<file path="config.mk">
export PLATFORM = sky130hd
export DESIGN_NAME = irqpf_regs
export DESIGN_NICKNAME = d
export VERILOG_FILES = /design/src/irqpf_pkg.sv /design/src/irqpf_flag_bank.sv /design/src/irqpf_regs.sv
export SDC_FILE = /design/constraint.sdc
export NUM_CORES = 1
export LEC_CHECK = 0
export BUFFER_PORTS_ARGS = -buffer_cell sky130_fd_sc_hd__buf_2
export CORE_ASPECT_RATIO = 0.7
export CORE_UTILIZATION = 52
export CTS_BUF_LIST = sky130_fd_sc_hd__clkbuf_8
export DETAILED_ROUTE_END_ITERATION = 8
export GPL_TIMING_DRIVEN = 0
export PLACE_DENSITY = 0.9
export SETUP_SLACK_MARGIN = 0.2
export SYNTH_ARGS = -nofsm -noshare
export SYNTH_HDL_FRONTEND = slang
export SYNTH_HIERARCHICAL = 1
export SYNTH_SLANG_ARGS = --single-unit
export TNS_END_PERCENT = 30
</file>
<file path="constraint.sdc">
create_clock -name clk_sys -period 2.6 [get_ports clk_sys]
set_input_delay 0.13 -clock clk_sys [delete_from_list [all_inputs] [get_ports clk_sys]]
set_output_delay 0.13 -clock clk_sys [all_outputs]
set_load 0.01 [all_outputs]
</file>
<file path="src/irqpf_pkg.sv">
// shared constants, layouts and types for the interrupt flag register block
package irqpf_pkg;

  // avalon word addresses (byte address is four times these)
  localparam int unsigned      ADDR_W               = 3;
  localparam logic [2:0]       ADDR_RESET_CONTROL   = 3'h0;
  localparam logic [2:0]       ADDR_FLAGS_A         = 3'h1;
  localparam logic [2:0]       ADDR_FLAGS_B         = 3'h2;
  localparam logic [2:0]       ADDR_CONTROL         = 3'h3;
  localparam logic [2:0]       ADDR_IRQ_STATUS      = 3'h4;
  localparam logic [2:0]       ADDR_IRQ_MASK        = 3'h5;

  // reset_control field positions and values after reset
  localparam int unsigned      RC_PRIO_BIT          = 7;
  localparam int unsigned      RC_LONG_WRITE_ENABLE_BIT          = 6;
  localparam int unsigned      RC_UNUSED_BIT        = 5;
  localparam int unsigned      RC_CAUSE_W           = 5;
  localparam logic             RC_PRIO_RST          = 1'b0;
  localparam logic             RC_LONG_WRITE_ENABLE_RST          = 1'b0;
  localparam logic [4:0]       RC_CAUSE_RST         = 5'h1c;

  // peripheral_flags_a layout
  localparam int unsigned      FA_W                 = 8;
  localparam int unsigned      FA_PAR_PORT_BIT      = 7;
  localparam int unsigned      FA_CONV_BIT          = 6;
  localparam int unsigned      FA_RX_BIT            = 5;
  localparam int unsigned      FA_TX_BIT            = 4;
  localparam logic [7:0]       FA_WR_MASK           = 8'hcf;
  localparam logic [7:0]       FA_LEVEL_MASK        = 8'h30;
  localparam logic [7:0]       FA_RST               = 8'h00;

  // peripheral_flags_b layout, bits 7..4 read as zero
  localparam int unsigned      FB_W                 = 4;
  localparam logic [3:0]       FB_WR_MASK           = 4'hf;
  localparam logic [3:0]       FB_LEVEL_MASK        = 4'h0;
  localparam logic [3:0]       FB_RST               = 4'h0;

  // control register and interrupt status / mask
  localparam int unsigned      CTRL_PEG_BIT         = 0;
  localparam logic             CTRL_PEG_RST         = 1'b0;
  localparam int unsigned      IRQ_W                = 12;
  localparam logic [11:0]      IRQ_RST              = 12'h000;

  // events and levels from the peripherals
  typedef struct packed {
    logic par_port_access;
    logic conv_start;
    logic conv_done;
    logic rx_has_data;
    logic tx_empty;
    logic sync_serial;
    logic capture1;
    logic timer2_match;
    logic timer1_overflow;
    logic bus_collision;
    logic low_voltage;
    logic timer3_overflow;
    logic capture2;
  } irqpf_evt_type;

  typedef enum logic [1:0] {
    BUS_IDLE = 2'b01,
    BUS_ACK  = 2'b10
  } irqpf_bus_state_type;

endpackage : irqpf_pkg

</file>
<file path="src/irqpf_flag_bank.sv">
// bank of event flags with hardware set, hardware clear and software write
`timescale 1ns/1ps
`default_nettype none
module irqpf_flag_bank #(
  parameter int unsigned W          = 8,
  parameter logic [W-1:0] LEVEL_MASK = '0,
  parameter logic [W-1:0] RST_VAL    = '0
) (
  // clock and reset
  input  wire logic         clk_sys,
  input  wire logic         rst_n,
  // hardware side
  input  wire logic [W-1:0] set_i,
  input  wire logic [W-1:0] clr_i,
  // software side
  input  wire logic [W-1:0] wr_en_i,
  input  wire logic [W-1:0] wr_data_i,
  output logic      [W-1:0] flags_q
);

  // one flop per flag; set wins over any clear or write of zero
  for (genvar i = 0; i < W; i++) begin : g_bit
    if (LEVEL_MASK[i]) begin : g_level
      // read-only level bit just follows its source
      always_ff @(posedge clk_sys or negedge rst_n) begin
        if (!rst_n) begin
          flags_q[i] <= RST_VAL[i];
        end else begin
          flags_q[i] <= set_i[i];
        end
      end
    end else begin : g_sticky
      always_ff @(posedge clk_sys or negedge rst_n) begin
        if (!rst_n) begin
          flags_q[i] <= RST_VAL[i];
        end else if (set_i[i]) begin
          flags_q[i] <= 1'b1;
        end else if (wr_en_i[i]) begin
          flags_q[i] <= wr_data_i[i];
        end else if (clr_i[i]) begin
          flags_q[i] <= 1'b0;
        end
      end
    end
  end

endmodule : irqpf_flag_bank
`default_nettype wire

</file>
<file path="src/irqpf_regs.sv">
// reset-control and peripheral interrupt flag registers on an avalon slave
//
// How it works
// - top reset_control bit enables two priority levels
// - reset_control bit 5 reads zero, ignores writes
// - bits 4..0 hold five reset cause flags
// - parallel port access sets flags_a bit 7
// - flags_a holds eight flags, bit 7 to 0
// - flags set regardless of any enable bit
// - single level mode also needs peripheral group enable
// - receive flag follows receive buffer holding data
// - conversion flag zero until conversion finishes
//
// Local design decisions: the Avalon-MM interface to the registers and the address map.
`timescale 1ns/1ps
`default_nettype none
module irqpf_regs (
  // clock and reset
  input  wire logic                    clk_sys,
  input  wire logic                    nrst,
  // avalon-mm slave
  input  wire logic [2:0]              avs_address,
  input  wire logic                    avs_read,
  input  wire logic                    avs_write,
  input  wire logic [31:0]             avs_writedata,
  input  wire logic [3:0]              avs_byteenable,
  output logic      [31:0]             avs_readdata,
  output logic                         avs_waitrequest,
  // peripheral events and levels
  input  wire irqpf_pkg::irqpf_evt_type evt,
  // state seen by the rest of the chip
  output logic                         priority_levels_on,
  output logic                         long_write_enable,
  output logic                         peripheral_group_enable,
  output logic      [7:0]              peripheral_flags_a,
  output logic      [3:0]              peripheral_flags_b,
  output logic                         irq
);

  logic [1:0]                     rst_sync_q;
  logic                           rst_n;
  irqpf_pkg::irqpf_bus_state_type state_q;
  logic                           wait_q;
  logic [31:0]                    readdata_q;
  logic [31:0]                    rd_mux;
  logic                           rd_commit;
  logic                           wr_commit;
  logic                           wr_lo;
  logic                           wr_hi;
  logic                           prio_q;
  logic                           long_write_enable_q;
  logic [4:0]                     cause_q;
  logic                           peg_q;
  logic [7:0]                     flags_a_q;
  logic [3:0]                     flags_b_q;
  logic [7:0]                     set_a;
  logic [7:0]                     clr_a;
  logic [7:0]                     wr_en_a;
  logic [3:0]                     set_b;
  logic [3:0]                     wr_en_b;
  logic [11:0]                    flags_all;
  logic [11:0]                    prev_q;
  logic [11:0]                    status_q;
  logic [11:0]                    status_d;
  logic [11:0]                    mask_q;
  logic                           irq_q;

  // reset release through two flops, assertion stays asynchronous
  always_ff @(posedge clk_sys or negedge nrst) begin
    if (!nrst) begin
      rst_sync_q <= 2'b00;
    end else begin
      rst_sync_q <= {rst_sync_q[0], 1'b1};
    end
  end
  assign rst_n = rst_sync_q[1];

  // a request commits on the edge where waitrequest is seen low
  assign rd_commit = avs_read & ~wait_q;
  assign wr_commit = avs_write & ~wait_q;
  assign wr_lo     = wr_commit & avs_byteenable[0];
  assign wr_hi     = wr_commit & avs_byteenable[1];

  // read mux; unmapped words read zero
  always_comb begin
    rd_mux = 32'h0000_0000;
    case (avs_address)
      irqpf_pkg::ADDR_RESET_CONTROL: begin
        rd_mux[7:0] = {prio_q, long_write_enable_q, 1'b0, cause_q};
      end
      irqpf_pkg::ADDR_FLAGS_A: begin
        rd_mux[7:0] = flags_a_q;
      end
      irqpf_pkg::ADDR_FLAGS_B: begin
        rd_mux[3:0] = flags_b_q;
      end
      irqpf_pkg::ADDR_CONTROL: begin
        rd_mux[irqpf_pkg::CTRL_PEG_BIT] = peg_q;
      end
      irqpf_pkg::ADDR_IRQ_STATUS: begin
        rd_mux[11:0] = status_q;
      end
      irqpf_pkg::ADDR_IRQ_MASK: begin
        rd_mux[11:0] = mask_q;
      end
      default: begin
        rd_mux = 32'h0000_0000;
      end
    endcase
  end

  // bus handshake: one wait cycle, then one answer cycle
  always_ff @(posedge clk_sys or negedge rst_n) begin
    if (!rst_n) begin
      state_q    <= irqpf_pkg::BUS_IDLE;
      wait_q     <= 1'b1;
      readdata_q <= 32'h0000_0000;
    end else begin
      case (state_q)
        irqpf_pkg::BUS_IDLE: begin
          if (avs_read | avs_write) begin
            state_q    <= irqpf_pkg::BUS_ACK;
            wait_q     <= 1'b0;
            readdata_q <= rd_mux;
          end
        end
        irqpf_pkg::BUS_ACK: begin
          state_q <= irqpf_pkg::BUS_IDLE;
          wait_q  <= 1'b1;
        end
        default: begin
          state_q <= irqpf_pkg::BUS_IDLE;
          wait_q  <= 1'b1;
        end
      endcase
    end
  end
  assign avs_readdata    = readdata_q;
  assign avs_waitrequest = wait_q;

  // reset_control; cause bits are plain storage here, bit 5 has no flop
  always_ff @(posedge clk_sys or negedge rst_n) begin
    if (!rst_n) begin
      prio_q  <= irqpf_pkg::RC_PRIO_RST;
      long_write_enable_q  <= irqpf_pkg::RC_LONG_WRITE_ENABLE_RST;
      cause_q <= irqpf_pkg::RC_CAUSE_RST;
    end else if (wr_lo && avs_address == irqpf_pkg::ADDR_RESET_CONTROL) begin
      prio_q  <= avs_writedata[irqpf_pkg::RC_PRIO_BIT];
      long_write_enable_q  <= avs_writedata[irqpf_pkg::RC_LONG_WRITE_ENABLE_BIT];
      cause_q <= avs_writedata[4:0];
    end
  end

  // peripheral group enable lives in the control word
  always_ff @(posedge clk_sys or negedge rst_n) begin
    if (!rst_n) begin
      peg_q <= irqpf_pkg::CTRL_PEG_RST;
    end else if (wr_lo && avs_address == irqpf_pkg::ADDR_CONTROL) begin
      peg_q <= avs_writedata[irqpf_pkg::CTRL_PEG_BIT];
    end
  end

  // flag sources; enables are never consulted here so polling works
  assign set_a = {evt.par_port_access,
                  evt.conv_done,
                  evt.rx_has_data,
                  evt.tx_empty,
                  evt.sync_serial,
                  evt.capture1,
                  evt.timer2_match,
                  evt.timer1_overflow};
  // a new conversion drops the done flag until it finishes
  assign clr_a   = {1'b0, evt.conv_start, 6'h00};
  // only software can clear bit 7; hardware never does
  assign wr_en_a = {8{wr_lo && avs_address == irqpf_pkg::ADDR_FLAGS_A}}
                   & irqpf_pkg::FA_WR_MASK;
  assign set_b   = {evt.bus_collision, evt.low_voltage, evt.timer3_overflow, evt.capture2};
  assign wr_en_b = {4{wr_lo && avs_address == irqpf_pkg::ADDR_FLAGS_B}}
                   & irqpf_pkg::FB_WR_MASK;

  irqpf_flag_bank #(
    .W          (irqpf_pkg::FA_W),
    .LEVEL_MASK (irqpf_pkg::FA_LEVEL_MASK),
    .RST_VAL    (irqpf_pkg::FA_RST)
  ) u_flags_a (
    .clk_sys    (clk_sys),
    .rst_n      (rst_n),
    .set_i      (set_a),
    .clr_i      (clr_a),
    .wr_en_i    (wr_en_a),
    .wr_data_i  (avs_writedata[7:0]),
    .flags_q    (flags_a_q)
  );

  irqpf_flag_bank #(
    .W          (irqpf_pkg::FB_W),
    .LEVEL_MASK (irqpf_pkg::FB_LEVEL_MASK),
    .RST_VAL    (irqpf_pkg::FB_RST)
  ) u_flags_b (
    .clk_sys    (clk_sys),
    .rst_n      (rst_n),
    .set_i      (set_b),
    .clr_i      (4'h0),
    .wr_en_i    (wr_en_b),
    .wr_data_i  (avs_writedata[3:0]),
    .flags_q    (flags_b_q)
  );

  // rising flags become sticky status bits
  assign flags_all = {flags_b_q, flags_a_q};
  always_ff @(posedge clk_sys or negedge rst_n) begin
    if (!rst_n) begin
      prev_q <= irqpf_pkg::IRQ_RST;
    end else begin
      prev_q <= flags_all;
    end
  end

  // read clears only what that read reported, so late events survive
  always_comb begin
    status_d = status_q;
    if (rd_commit && avs_address == irqpf_pkg::ADDR_IRQ_STATUS) begin
      status_d = status_q & ~readdata_q[11:0];
    end
    status_d = status_d | (flags_all & ~prev_q);
  end

  always_ff @(posedge clk_sys or negedge rst_n) begin
    if (!rst_n) begin
      status_q <= irqpf_pkg::IRQ_RST;
    end else begin
      status_q <= status_d;
    end
  end

  // mask written per byte lane
  always_ff @(posedge clk_sys or negedge rst_n) begin
    if (!rst_n) begin
      mask_q <= irqpf_pkg::IRQ_RST;
    end else if (avs_address == irqpf_pkg::ADDR_IRQ_MASK) begin
      if (wr_lo) begin
        mask_q[7:0] <= avs_writedata[7:0];
      end
      if (wr_hi) begin
        mask_q[11:8] <= avs_writedata[11:8];
      end
    end
  end

  // level interrupt; in single level mode the group enable gates it
  always_ff @(posedge clk_sys or negedge rst_n) begin
    if (!rst_n) begin
      irq_q <= 1'b0;
    end else begin
      irq_q <= (|(status_q & mask_q)) & (prio_q | peg_q);
    end
  end

  assign priority_levels_on      = prio_q;
  assign long_write_enable       = long_write_enable_q;
  assign peripheral_group_enable = peg_q;
  assign peripheral_flags_a      = flags_a_q;
  assign peripheral_flags_b      = flags_b_q;
  assign irq                     = irq_q;
endmodule : irqpf_regs
`default_nettype wire

</file>
# [Yosys cells after proc, flatten, opt, wreduce, memory -nomap -nowiden]
# Cells that the tools add are included.
[classes] eq_ne=7 mux=30 bitwise_logic=14 n_reduce_logical=20
[ops] operator="bitwise AND 12 bit" n=3
[ops] operator="NOT 12 bit" n=2
[ops] operator="two-way mux 1 bit" n=23
[ops] operator="nonzero test 2 bit" n=9
[ops] operator="one-hot mux 4 bit (4 select lines)" n=1
[ops] operator="one-hot mux 3 bit (5 select lines)" n=1
[ops] operator="two-way mux 12 bit" n=1
[ops] operator="bitwise OR 12 bit" n=1
[ops] operator="OR reduction 12 bit" n=1
[ops] operator="one-hot mux 4 bit (2 select lines)" n=1
[ops] operator="== test 3 x 2 -> 1 bit, second input constant" n=2
[ops] operator="== test 3 bit, second input constant" n=2
[ops] operator="one-hot mux 1 bit (6 select lines)" n=1
[ops] operator="AND reduction 2 bit" n=3
[ops] operator="bitwise AND 1 bit" n=5
[ops] operator="logical AND 1 bit" n=5
[ops] operator="two-way mux 2 bit" n=2
[ops] operator="== test 3 x 1 -> 1 bit, second input constant" n=1
[ops] operator="logical NOT 3 bit" n=1
[ops] operator="nonzero test 3 bit" n=1
[ops] operator="== test 2 x 1 -> 1 bit, second input constant" n=1
[ops] operator="inequality test 2 bit, second input constant" n=1
[ops] operator="bitwise OR 1 bit" n=2
[ops] operator="NOT 1 bit" n=1
[word_totals] ff_bits=74 in_bits=56

# [Longest topological paths before layout]
[logic_depth] depth_word=6 mapped_depth=7 ltp_nobuf=6

# [Modules after synthesis]
# Netlist, hierarchy kept.
[modules_own_cells] module="irqpf_regs" n_inst=1 cells_per_inst=228 area_per_inst_um2=2802.7 seq_area_each_um2=1531.5
[modules_own_cells] module="irqpf_flag_bank (u_flags_a)" n_inst=1 cells_per_inst=20 area_per_inst_um2=282.8 seq_area_each_um2=200.2
[modules_own_cells] module="irqpf_flag_bank (u_flags_b)" n_inst=1 cells_per_inst=12 area_per_inst_um2=155.1 seq_area_each_um2=100.1

# [Least setup slack after synthesis]
# No wires, ideal clock.
[synth_timing] kind="register to register" start="register state_q[0] (netlist name)" end="register u_flags_a.flags_q[0]" setup_ns=0.126 t_arrival_ns=1.954 path_slack_ns=0.520 path_stages_with_launch=5 path_buffers=1 period_less_slack_ns=2.080 cell_sequence="dfstp_2 clkbuf_2 nor4_1 nor2_1 a221o_1"
[synth_rtl] item="end signal: indexed assignment" line_no="irqpf_flag_bank.sv:35" text="flags_q[i] <= RST_VAL[i];"
[synth_rtl] item="end signal: indexed assignment" line_no="irqpf_flag_bank.sv:39" text="flags_q[i] <= wr_data_i[i];"
[synth_rtl] item="end: declaration" line_no="irqpf_flag_bank.sv:18" text="output logic [W-1:0] flags_q"

==> out/metrics.yaml <==
status: "complete, no violations"
r2r_cells: 6
core_area_um2: 5870
setup_tns_ns: 0
max_freq_mhz: 475
hold_class: "primary input to register"
switching_power_uw: 998
yosysSeqAreaShare_pct: 56.5
fin_crit_sh_pct: 80.9
required_ns: 2.83
io_pins: 105
critical_path_arrival_ns: 2.33
dr_total_vias: 2415
grt_first_pass_wirelength_um: 12000
post_synth.cell_area_avg_um2: 12.5
numPortBuffers: 60
setup_slack_ns: 0.497
start_util_pct: 55.2
peakVddDrop_mv: 0.380
diodes: 0
dpl.cell_count: 424
cpMostUsedCell: "nor2_1"
antenna_left: 0
hold_depth: 2
clockPowerShare_pct: 24.6
nFillCells: 434
dp_hpwl_um: 5320
slew_headroom_pct: 40.7
worstReg2RegStart: "state_q[0]"
grt_max_degree: 72
first_pass_iters: 4
cellLeakagePower_uw: 0.00205
grt_setup_unrepaired: "false"
cts.clk_slew.worst_paths_ns: 0.07
p_sw_share_pct: 31.5
route.detailed.drc: 0
fin_worst_skew_ns: 0.00615
cts_buffer_depth: 2
dieArea_um2: 6560
pwr-share-seq_pct: 50.2
antenna_found_initial: 0
grt_pass1_vias: 2381
worst-path-stages: 6
fin_cells: 455
htreeDepth: 3
cts_setup_buffers: 0
syn_inst: 260
reg2reg_slack_ns: 0.50
root_buffer: "clkbuf_8"
crit_path_top_delay_cell: "nor2_1"
finalMaxSlewViolations: 0
r2r_end: "u_flags_b/flags_q[1]"
cp_cell_sequence: "clkbuf_2, nor3_1, nand2_1, nor2_1, nor2_1, a221o_1"
critPathTopFamily: "simple AND/OR/NAND/NOR gates"
fin_crit_ns: 2.10
path_max_fanout: 8
die_w_um: 96.4
routabilityCongestion: 0.894
ys_ff_latch: 73
critPathLaunchType: "register"
ys_warn_count: 6
synth-edff-count: 0
hold_viol: 0
maxCapViolations: 0
yosysUniqueCellTypes: 36
hold_ws_ns: 0.0145
utilization_pct: 69.5
cts-buffers-inserted: 9
track_usage_pct: 25.9
rows: 23
cts_tree: "built"
fp.dieH_um: 68.1
drt_iter0_markers: 168
syn-cell-area_um2: 3240
wirelength_um: 7540
hold_path_end: "u_flags_b/flags_q[0]"
end_kind: "register"
seq_area_um2: 1840
critical_path_class: "register to register"
vias_per_cell: 5.31
cp_num_buf_inv: 1
synth-async-reset-ratio_pct: 100
powerDensity_nw_per_um2: 777
worst_pin_slew_ns: 0.889
drive_above_1_share_pct: 36.6
fin_nets: 431
cts_sinks: 73
slowest_delay_ns: 0.55
area_growth_pct: 25.9
internal-power_uw: 2170
preCtsSetupSlack_ns: 0.517
setup_viol: 0
clk_latency_ns: 0.34
multi_input_area_um2: 1260
grt_overflow: 0
combPwrFrac_pct: 25.2
drt-wirelength-per-cell_um: 16.6
hold_path.startpoint: "evt[0]"
synth_ff_type: "dfrtp_1"
## how the worst max path moves through the flow
stage / startpoint / end
after CTS: state_q[0] / u_flags_b/flags_q[0]
after detailed placement: avs_address[1] / u_flags_a/flags_q[7]
after global placement: avs_address[1] / u_flags_a/flags_q[6]
after global routing: state_q[0] / u_flags_b/flags_q[1]
after floorplan: rst_sync_q[1] / avs_readdata[0]
final: state_q[0] / u_flags_b/flags_q[1]
## worst register-to-register path, stage by stage (launching register included)
cell and delay, ns:
dfstp_2 0.37, clkbuf_2 0.19, nor3_1 0.34, nand2_1 0.09, nor2_1 0.55, nor2_1 0.11, a221o_1 0.35
## kinds of logic after synthesis
family	after synthesis	synth area share, %
buffers and inverters	45	8.07
AO/OA/AOI/OAI	50	13.1
AND/OR/NAND/NOR	54	8.57
other	2	0.232
multiplexers	36	13.6
flip-flops	73	56.5
## power by group through the flow
stage | Clock, uW | Sequential, uW | Combinational [uW]
floorplan | 0 | 1610 | 456
global placement | 0 | 1590 | 742
detailed placement | 0 | 1610 | 782
CTS | 797 | 1590 | 801
global route | 854 | 1630 | 874
finish | 781 | 1590 | 800
## cells in the mapped netlist, types with 3 or more instances
cell,count,share of area (%)
dfrtp_1,69,53
nand2_1,25,2.9
mux2_2,22,7.6
buf_4,21,4.9
a22o_1,19,5.1
nor2_1,18,2.1
inv_1,15,1.7
a221o_1,10,3.1
mux2i_1,9,2.8
buf_2,4,0.62
dfstp_2,4,3.2
mux4_2,4,2.8
o31ai_1,4,0.93
a21oi_1,3,0.46
a221oi_1,3,0.81
clkbuf_1,3,0.35
## state kept, by name (all words and copies together), names as in the netlist
register and flops:
long_write_enable 1, irq 1, peripheral_group_enable 1, priority_levels_on 1, status_q 12, rst_sync_q 2, prev_q 12, state_q 2
u_flags_a/flags_q 8, cause_q 5, mask_q 12, avs_readdata 12, u_flags_b/flags_q 4
## per-layer routing
layer | wire length [um] | GRT usage (%) | vias up | share of wire, %
met5 | 0 | 0 | - | 0
met4 | 65 | 8.64 | 0 | 0.86
met3 | 758 | 10.1 | 8 | 10
met2 | 3630 | 41.5 | 108 | 48
met1 | 3090 | 32.6 | 1185 | 41
li1 | - | - | 1114 | -
## stage by stage
step | total power [uW] | area, um^2
3_5_place_dp | 2400 | 3760
3_3_place_gp | 2340 | 3740
5_1_grt | 3360 | 4080
4_1_cts | 3190 | 4080
6_report | 3170 | 4080
2_1_floorplan | 2070 | 3350
## timing repair
item                      in CTS  in global routing
hold endpoints to repair      16                  0
hold buffers                  15                  0
gates resized for setup        0                  0
## cell type report
| cell class | count | area share, % |
|---|---|---|
| plain buffers | 30 | 5.03 |
| flip-flops and latches | 73 | 45.0 |
| clock inverters | 5 | 0.552 |
| inverters | 15 | 1.38 |
| repair buffers | 76 | 11.2 |
| multi-input cells | 170 | 30.8 |
| clock buffers | 11 | 3.71 |
| well taps | 75 | 2.30 |
## cell usage in the layout, fill, tap and decap left out, types with 15 or more instances in the layout
cell,synthesis,final
nand2_1,25,25
nor2_1,18,18
inv_1,15,17
buf_2,4,64
dlygate4sd3_1,0,15
a22o_1,19,19
dfrtp_1,69,68
mux2_2,22,22
conb_1,2,30
buf_4,21,22
No activity file was read; power rests on OpenSTA's default activity.
